[config.mk]
export PLATFORM = sky130hd
export DESIGN_NAME = csc_ctrl
export DESIGN_NICKNAME = d
export VERILOG_FILES = /design/src/verilog/csc_xfer.v /design/src/verilog/csc_ctrl.v
export VERILOG_INCLUDE_DIRS = /design/src /design/src/verilog
export SDC_FILE = /design/constraint.sdc
export NUM_CORES = 1
export LEC_CHECK = 0
export BUFFER_PORTS_ARGS = -buffer_cell sky130_fd_sc_hd__buf_2
export CORE_AREA = 2 2 194 196
export CTS_CLUSTER_DIAMETER = 80
export DETAILED_ROUTE_END_ITERATION = 8
export DIE_AREA = 0 0 196 198
export GPL_TIMING_DRIVEN = 0
export HOLD_SLACK_MARGIN = 0.15
export PLACE_DENSITY = 0.72
export SETUP_SLACK_MARGIN = 0.2
export SLEW_MARGIN = 20
export SYNTH_ARGS = -nofsm -noshare
export SYNTH_HDL_FRONTEND = slang
export SYNTH_SLANG_ARGS = --single-unit
[constraint.sdc]
create_clock -name clk -period 9.2 [get_ports clk]
set_clock_uncertainty 0.05 [all_clocks]
set_input_delay 1.84 -clock clk [delete_from_list [all_inputs] [get_ports clk]]
set_output_delay 1.84 -clock clk [all_outputs]
set_load 0.1 [all_outputs]
[src/verilog/csc_defines.vh]
// Register offsets, field positions, reset values and segment opcodes of the store controller.
`ifndef CSC_DEFINES_VH
`define CSC_DEFINES_VH

// ****************************************************************
// Register offsets on the control port address space
// ****************************************************************
`define CSC_ADDR_STATUS     12'hB00
`define CSC_ADDR_ERROR      12'hB01
`define CSC_ADDR_RELOAD     12'hB02
`define CSC_ADDR_STORE_CMD  12'hB03
`define CSC_ADDR_COMMIT     12'h232
`define CSC_ADDR_SEG_FIRST  12'hA00
`define CSC_ADDR_SEG_LAST   12'hA16

// ****************************************************************
// Field positions
// ****************************************************************
`define CSC_BIT_BUSY        0
`define CSC_BIT_ERROR       0
`define CSC_BIT_WR_ENABLE   0
`define CSC_BIT_RELOAD      1
`define CSC_BIT_STORE_GO    0
`define CSC_BIT_COMMIT      0

// ****************************************************************
// Segment list layout and opcodes
// ****************************************************************
`define CSC_SEG_COUNT       23
`define CSC_SEG_BITS        184
`define CSC_OP_END          8'hFF
`define CSC_OP_COMMIT       8'hFE
`define CSC_SEG_DEFAULT     184'hFFFFFFFFFFFFFFFFFFFFFE30020390011FF0000F00001F

// ****************************************************************
// Reset values and timing
// ****************************************************************
`define CSC_RST_WR_ENABLE   1'b0
`define CSC_BOOT_WAIT       2'd3

`endif

[src/verilog/csc_xfer.v]
// Transfer engine that walks the segment list between buffer bank and store.
`timescale 1ns/1ns
`include "csc_defines.vh"

module csc_xfer (
	input  wire                     clk,
	input  wire                     resetn,
	input  wire                     start,
	input  wire                     save,
	input  wire [`CSC_SEG_BITS-1:0] seg_list,
	output wire                     busy,
	output reg                      done,
	output reg                      err,
	output reg                      commit,
	output reg  [11:0]              buf_raddr,
	input  wire [7:0]               buf_rdata,
	output reg                      buf_we,
	output reg  [11:0]              buf_waddr,
	output reg  [7:0]               buf_wdata,
	output wire                     nv_req,
	output reg                      nv_we,
	output reg  [9:0]               nv_addr,
	output reg  [7:0]               nv_wdata,
	input  wire [7:0]               nv_rdata,
	input  wire                     nv_ack
);

	localparam [4:0] S_IDLE = 5'b00001;
	localparam [4:0] S_HEAD = 5'b00010;
	localparam [4:0] S_MOVE = 5'b00100;
	localparam [4:0] S_SUM  = 5'b01000;
	localparam [4:0] S_WAIT = 5'b10000;

	reg  [4:0]  state;
	reg         dir_save;
	reg  [4:0]  seg_idx;
	reg  [11:0] base;
	reg  [7:0]  left;
	reg  [7:0]  offset;
	reg  [9:0]  nv_ptr;
	reg  [7:0]  sum;
	wire [7:0]  ctl;
	wire [7:0]  seg_hi;
	wire [7:0]  seg_lo;

	// Byte of the segment list; an index past the end reads as the end opcode.
	function [7:0] seg_byte;
		input [`CSC_SEG_BITS-1:0] list;
		input [4:0]               idx;
		begin
			if (idx >= `CSC_SEG_COUNT)
				seg_byte = `CSC_OP_END;
			else
				seg_byte = list[idx*8 +: 8];
		end
	endfunction

	assign ctl    = seg_byte(seg_list, seg_idx);
	assign seg_hi = seg_byte(seg_list, seg_idx + 5'd1);
	assign seg_lo = seg_byte(seg_list, seg_idx + 5'd2);
	assign busy   = (state != S_IDLE);
	assign nv_req = (state == S_MOVE) | (state == S_SUM);

	// Store-side address and data follow the walk; writes only when saving.
	always @* begin
		buf_raddr = base + {4'h0, offset};
		nv_addr   = nv_ptr;
		nv_we     = dir_save & nv_req;
		nv_wdata  = (state == S_SUM) ? sum : buf_rdata;
	end

	// Main walk. A load compares the trailing sum byte so a corrupted store is flagged.
	always @(posedge clk or negedge resetn) begin
		if (!resetn) begin
			state     <= S_IDLE;
			dir_save  <= 1'b0;
			seg_idx   <= 5'd0;
			base      <= 12'h000;
			left      <= 8'h00;
			offset    <= 8'h00;
			nv_ptr    <= 10'h000;
			sum       <= 8'h00;
			done      <= 1'b0;
			err       <= 1'b0;
			commit    <= 1'b0;
			buf_we    <= 1'b0;
			buf_waddr <= 12'h000;
			buf_wdata <= 8'h00;
		end else begin
			done   <= 1'b0;
			commit <= 1'b0;
			buf_we <= 1'b0;
			case (state)
			S_IDLE: begin
				if (start) begin
					dir_save <= save;
					seg_idx  <= 5'd0;
					nv_ptr   <= 10'h000;
					sum      <= 8'h00;
					err      <= 1'b0;
					state    <= S_HEAD;
				end
			end
			S_HEAD: begin
				if (ctl == `CSC_OP_END) begin
					state <= S_SUM;
				end else if (ctl == `CSC_OP_COMMIT) begin
					commit  <= ~dir_save;
					seg_idx <= seg_idx + 5'd1;
				end else begin
					base    <= {seg_hi[3:0], seg_lo};
					left    <= ctl;
					offset  <= 8'h00;
					seg_idx <= seg_idx + 5'd3;
					state   <= S_MOVE;
				end
			end
			S_MOVE: begin
				if (nv_ack) begin
					if (!dir_save) begin
						buf_we    <= 1'b1;
						buf_waddr <= buf_raddr;
						buf_wdata <= nv_rdata;
					end
					sum    <= sum ^ (dir_save ? buf_rdata : nv_rdata);
					nv_ptr <= nv_ptr + 10'd1;
					offset <= offset + 8'd1;
					if (left == 8'h00)
						state <= S_HEAD;
					else
						left <= left - 8'd1;
				end
			end
			S_SUM: begin
				if (nv_ack) begin
					err   <= ~dir_save & (nv_rdata != sum);
					state <= S_WAIT;
				end
			end
			S_WAIT: begin
				done  <= 1'b1;
				state <= S_IDLE;
			end
			default: begin
				state <= S_IDLE;
			end
			endcase
		end
	end

endmodule

[src/verilog/csc_ctrl.v]
// Control and status registers of the configuration store controller.
`timescale 1ns/1ns
`include "csc_defines.vh"

// Function
// - Status register bit 0 reads 1 while a save or load transfer runs, else 0.
// - Busy flag drives the status pin when the routing bit is set.
// - Error register bit 0 reads 1 when a transfer found bad data.
// - Reload bit starts a soft reset from the store if select pin low; self-clears.
// - Control bit 0 lifts store write protection; reset value 0 protects.
// - Writing 1 to store command bit 0 copies buffer bank into the store.
// - Store command bit returns to 0 by itself when the write finishes.
// - Transfer follows segment list of start address, count and opcodes.
// - Default segment list covers all registers and commits after loading.
// - Commit request copies buffer into active registers on the second edge after the write; self-clears.
module csc_ctrl (
	input  wire        clk,
	input  wire        resetn,
	input  wire [11:0] reg_addr,
	input  wire [7:0]  reg_wdata,
	input  wire        reg_wr,
	input  wire        reg_rd,
	output reg  [7:0]  reg_rdata,
	input  wire        store_select_n,
	input  wire        status_route_busy,
	input  wire        status_alt,
	output wire        status_pin,
	output reg         soft_reset,
	output reg         update_active,
	output wire [11:0] buf_raddr,
	input  wire [7:0]  buf_rdata,
	output wire        buf_we,
	output wire [11:0] buf_waddr,
	output wire [7:0]  buf_wdata,
	output wire        nv_req,
	output wire        nv_we,
	output wire [9:0]  nv_addr,
	output wire [7:0]  nv_wdata,
	input  wire [7:0]  nv_rdata,
	input  wire        nv_ack
);

	// ****************************************************************
	// Declarations
	// ****************************************************************
	reg  [`CSC_SEG_BITS-1:0] seg_list;
	reg                      wr_enable;
	reg                      store_cmd;
	reg                      commit_req;
	reg                      sel_meta;
	reg                      sel_sync;
	reg  [1:0]               boot_cnt;
	reg                      boot_pending;
	wire                     busy;
	wire                     done;
	wire                     err;
	wire                     eng_commit;
	wire                     wr_store;
	wire                     wr_reload;
	wire                     start_save;
	wire                     start_load;
	wire                     boot_load;
	wire                     seg_hit;
	wire [4:0]               seg_idx;

	// ****************************************************************
	// Decode
	// ****************************************************************

	// Command strobes; a store under protection or during a transfer is dropped.
	assign wr_store   = reg_wr & (reg_addr == `CSC_ADDR_STORE_CMD) & reg_wdata[`CSC_BIT_STORE_GO];
	assign start_save = wr_store & wr_enable & ~busy;
	assign wr_reload  = reg_wr & (reg_addr == `CSC_ADDR_RELOAD) & reg_wdata[`CSC_BIT_RELOAD];
	assign boot_load  = boot_pending & (boot_cnt == `CSC_BOOT_WAIT) & ~sel_sync;
	assign start_load = ((wr_reload & ~sel_sync) | boot_load) & ~busy & ~start_save;
	assign seg_hit    = (reg_addr >= `CSC_ADDR_SEG_FIRST) & (reg_addr <= `CSC_ADDR_SEG_LAST);
	assign seg_idx    = reg_addr[4:0];
	assign status_pin = status_route_busy ? busy : status_alt;

	// ****************************************************************
	// Pin synchroniser and power-up load
	// ****************************************************************

	// The select pin is asynchronous; only the second flop is looked at.
	always @(posedge clk or negedge resetn) begin
		if (!resetn) begin
			sel_meta <= 1'b1;
			sel_sync <= 1'b1;
		end else begin
			sel_meta <= store_select_n;
			sel_sync <= sel_meta;
		end
	end

	// After reset wait for the synchroniser to settle, then load once if selected.
	always @(posedge clk or negedge resetn) begin
		if (!resetn) begin
			boot_cnt     <= 2'd0;
			boot_pending <= 1'b1;
		end else if (boot_pending) begin
			if (boot_cnt == `CSC_BOOT_WAIT)
				boot_pending <= busy;
			else
				boot_cnt <= boot_cnt + 2'd1;
		end
	end

	// ****************************************************************
	// Registers
	// ****************************************************************

	// Writable state. The store command bit stands until the engine reports done.
	always @(posedge clk or negedge resetn) begin
		if (!resetn) begin
			seg_list   <= `CSC_SEG_DEFAULT;
			wr_enable  <= `CSC_RST_WR_ENABLE;
			store_cmd  <= 1'b0;
			commit_req <= 1'b0;
		end else begin
			if (reg_wr & seg_hit & ~busy)
				seg_list[seg_idx*8 +: 8] <= reg_wdata;
			if (reg_wr & (reg_addr == `CSC_ADDR_RELOAD))
				wr_enable <= reg_wdata[`CSC_BIT_WR_ENABLE];
			if (start_save)
				store_cmd <= 1'b1;
			else if (done)
				store_cmd <= 1'b0;
			commit_req <= reg_wr & (reg_addr == `CSC_ADDR_COMMIT)
				& reg_wdata[`CSC_BIT_COMMIT];
		end
	end

	// Pulses out: the soft reset marks a reload, the update copies buffer to active.
	always @(posedge clk or negedge resetn) begin
		if (!resetn) begin
			soft_reset    <= 1'b0;
			update_active <= 1'b0;
		end else begin
			soft_reset    <= start_load & ~boot_load;
			update_active <= commit_req | eng_commit;
		end
	end

	// Registered read port; reload and commit bits read 0, the store command bit reads 1 until done, unmapped addresses read 0.
	always @(posedge clk or negedge resetn) begin
		if (!resetn) begin
			reg_rdata <= 8'h00;
		end else if (reg_rd) begin
			if (seg_hit)
				reg_rdata <= seg_list[seg_idx*8 +: 8];
			else case (reg_addr)
			`CSC_ADDR_STATUS:    reg_rdata <= {7'h00, busy};
			`CSC_ADDR_ERROR:     reg_rdata <= {7'h00, err};
			`CSC_ADDR_RELOAD:    reg_rdata <= {7'h00, wr_enable};
			`CSC_ADDR_STORE_CMD: reg_rdata <= {7'h00, store_cmd};
			default:             reg_rdata <= 8'h00;
			endcase
		end
	end

	// ****************************************************************
	// Transfer engine
	// ****************************************************************
	csc_xfer u_xfer (
		.clk       (clk),
		.resetn    (resetn),
		.start     (start_save | start_load),
		.save      (start_save),
		.seg_list  (seg_list),
		.busy      (busy),
		.done      (done),
		.err       (err),
		.commit    (eng_commit),
		.buf_raddr (buf_raddr),
		.buf_rdata (buf_rdata),
		.buf_we    (buf_we),
		.buf_waddr (buf_waddr),
		.buf_wdata (buf_wdata),
		.nv_req    (nv_req),
		.nv_we     (nv_we),
		.nv_addr   (nv_addr),
		.nv_wdata  (nv_wdata),
		.nv_rdata  (nv_rdata),
		.nv_ack    (nv_ack)
	);

endmodule

==> flow_summary.yaml <==
grt:
  met1_usage_pct: 47.1
  grt_max_degree: 97
  grt_most_used_layer: "met2"
  grt.total_usage_pct: 37.9
  grt_pass1_wl_um: 106000
  antenna_found_initial: 1
  grt-ovfl-total: 0
  grt_pass1_vias: 15500
  grtUsageMet3_pct: 10.9
  met2_usage_pct: 58.8
worst_hold_path:
  min_from: "sel_meta"
  hold_path_depth: 0
  hold_path_class: "reg2reg"
  hold_end: "sel_sync"
floorplanning:
  ioPinCount: 108
  core_um2: 37000
  die_area_um2: 38800
  die_w_um: 196
  die_y_um: 198
  rows: 71
  start_util_pct: 49.1
logic_synthesis:
  ys_seq_area_share_pct: 39.8
  synth.net_count: 1845
  yosys_warnings: 0
  syn_avg_cell_area_um2: 10.2
  synth_compound_area_share_pct: 13.3
  ys_types: 76
  postSynthCellCount: 1776
  muxShareOfSynthArea_pct: 23.4
  synth-xor-area-share_pct: 2.12
  yosysMostFrequentCell: "nand2_1"
  synth_top_area_cell: "dfrtp_1"
  synth_simple_gate_area_share_pct: 15.4
  synth_commonest_cells: "371 x nand2_1, 190 x o21ai_0, 166 x dfrtp_1"
  synth_area_leaders: "dfrtp_1 23%, mux4_2 19%, dfstp_2 17%"
  synth-seq-cells: 283
  ys_async_sr_fraction_pct: 100
  synthAdderAreaFrac_pct: 1.76
  yosys_most_used_dff: "dfrtp_1"
  yosys.area.top_type_share_pct: 22.9
  synth_area_um2: 18200
  synth_edf_count: 0
  synth_top_family_by_area: "multiplexers"
cts:
  cts.hold.buffers_added: 0
  post_cts_resized: 0
  cts_buffers: 35
  cts_tree: "done"
  path_clk_slew_ns: 0.06
  clockRootBuffer: "clkbuf_16"
  post-cts-setup-buffers: 0
  clk_latency_ns: 0.58
  tritoncts_num_sinks: 283
  clock_path_buffers: 3
  htree_levels: 2
timing:
  rsz0062_at_grt: "false"
  fmax_mhz: 153
  setup_ws_ns: 2.68
  holdWs_ns: 0.305
  hold_violations: 0
  max_slew_margin_pct: 27.6
  worst_pin_slew_ns: 1.09
  slew_violations: 0
  finalCritPeriodShare_pct: 70.9
  min_period_ns: 6.52
  finalSetupViolCount: 0
  setup-tns-final_ns: 0
status:
  status: "complete, no violations"
routing:
  antenna_left: 0
  drt_first_pass_iters: 6
  viasPerCell: 6.78
  first_iter_violations: 1856
  post-route-drc-count: 0
  wirelength_um: 72700
  via_count: 16400
  post_drt_wl_per_cell_um: 30.0
job:
  drv_cap: 0
setup_path:
  critPathLaunchType: "primary input"
  critPathMaxFanout: 10
  cp.arrival_ns: 6.88
  rr_endpoint: "u_xfer.base[8]"
  r2r_cells: 13
  r2r-start: "u_xfer.seg_idx[0]"
  criticalPathCategory: "in2reg"
  cp-end-kind: "flip-flop"
  reg2reg_slack_ns: 3.29
  crit_required_ns: 9.56
layout:
  area_growth_pct: 13.2
  n_antenna_cell: 0
  drive_gt1_share_pct: 27.4
  final_util_pct: 55.7
  num-nets-final: 1993
pwr:
  p_per_area_nw_per_um2: 249
  total_power_mw: 5.12
  vdd_drop_max_mv: 0.160
  leakagePower_nw: 8.19
placement:
  io_buffers: 106
  place_congestion: 1.06
  place_ws_ns: 2.35
  dp_hpwl_um: 55400
-- how the worst max path moves through the flow --
stage	depth (start not counted)	slack, ns	endpoint	startpoint
floorplan	11	3.85	buf_raddr[10]	u_xfer.offset[0]
global placement	1	1.05	seg_list[7]	resetn
detailed placement	14	2.35	seg_list[91]	reg_addr[2]
CTS	14	2.95	seg_list[91]	reg_addr[2]
global route	14	2.66	seg_list[94]	reg_addr[2]
finish	14	2.68	seg_list[91]	reg_addr[2]
-- where the power goes --
group / internal (mW) / switching [mW] / leakage, nW / total, mW
logic: 0.654 / 1.62 / 4.17 / 2.27
registers: 1.36 / 0.105 / 3.46 / 1.46
clock network: 0.793 / 0.590 / 0.555 / 1.38
total: 2.81 / 2.32 / 8.19 / 5.12
-- layout by cell type (no fill, tap or decap), types with 41 or more instances in the layout --
master,n
a21oi_1,41
nand3_1,59
inv_1,48
dfrtp_1,166
dfstp_2,117
clkbuf_1,80
mux2i_1,41
mux4_2,151
o31ai_1,43
nand2_1,371
buf_2,130
nor2_1,96
o21ai_0,190
-- area by class of cell --
cell class	count	area, um^2
Tap cell	474	593
Sequential cell	283	7230
Inverter	52	195
Timing Repair Buffer	111	642
Clock inverter	16	166
Multi-Input combinational cell	1318	10200
Buffer	123	577
Fill cell	3227	16400
Clock buffer	48	985
-- per-layer routing --
layer / up-vias / share of wire (%) / wire length [um]
li1: 6837 / - / -
met1: 8116 / 37 / 26600
met2: 1217 / 45 / 32500
met3: 274 / 11 / 8270
met4: 2 / 7.3 / 5290
met5: - / 0.069 / 50
-- worst max-delay path: stages --
cell	delay, ns
buf_2	0.09
buf_2	0.45
clkbuf_1	0.62
clkbuf_1	0.49
nor2_1	0.20
and2_1	0.24
ha_1	0.33
clkbuf_1	0.42
nor3b_2	0.49
buf_2	0.31
nand3_1	0.53
clkbuf_1	0.55
nand2_1	0.18
o21ai_0	0.11
-- flip-flops by register name, summed over array words and instances (netlist names), 2 cells and up --
signal            count
u_xfer.nv_addr       10
u_xfer.offset         8
u_xfer.state          5
seg_list            184
u_xfer.base          12
u_xfer.sum            8
u_xfer.buf_waddr     12
u_xfer.buf_wdata      8
reg_rdata             8
u_xfer.left           8
boot_cnt              2
u_xfer.seg_idx        5
-- cell families after synthesis --
| logic type | count (synthesis) |
|---|---|
| and+or+nand+nor | 632 |
| AOI/OAI and AO/OA | 389 |
| DFF | 283 |
| muxes | 228 |
| buffers and inverters | 175 |
| xor gates and xnor gates | 44 |
| adders and majority gates | 25 |
-- through the flow --
stage,cell area (um^2),std cells
2_1_floorplan,18200,1776
3_3_place_gp,19300,2356
3_5_place_dp,19400,2361
4_1_cts,20600,2425
5_1_grt,20600,2425
6_report,20600,2425
Power figures use the tool's default switching activity.
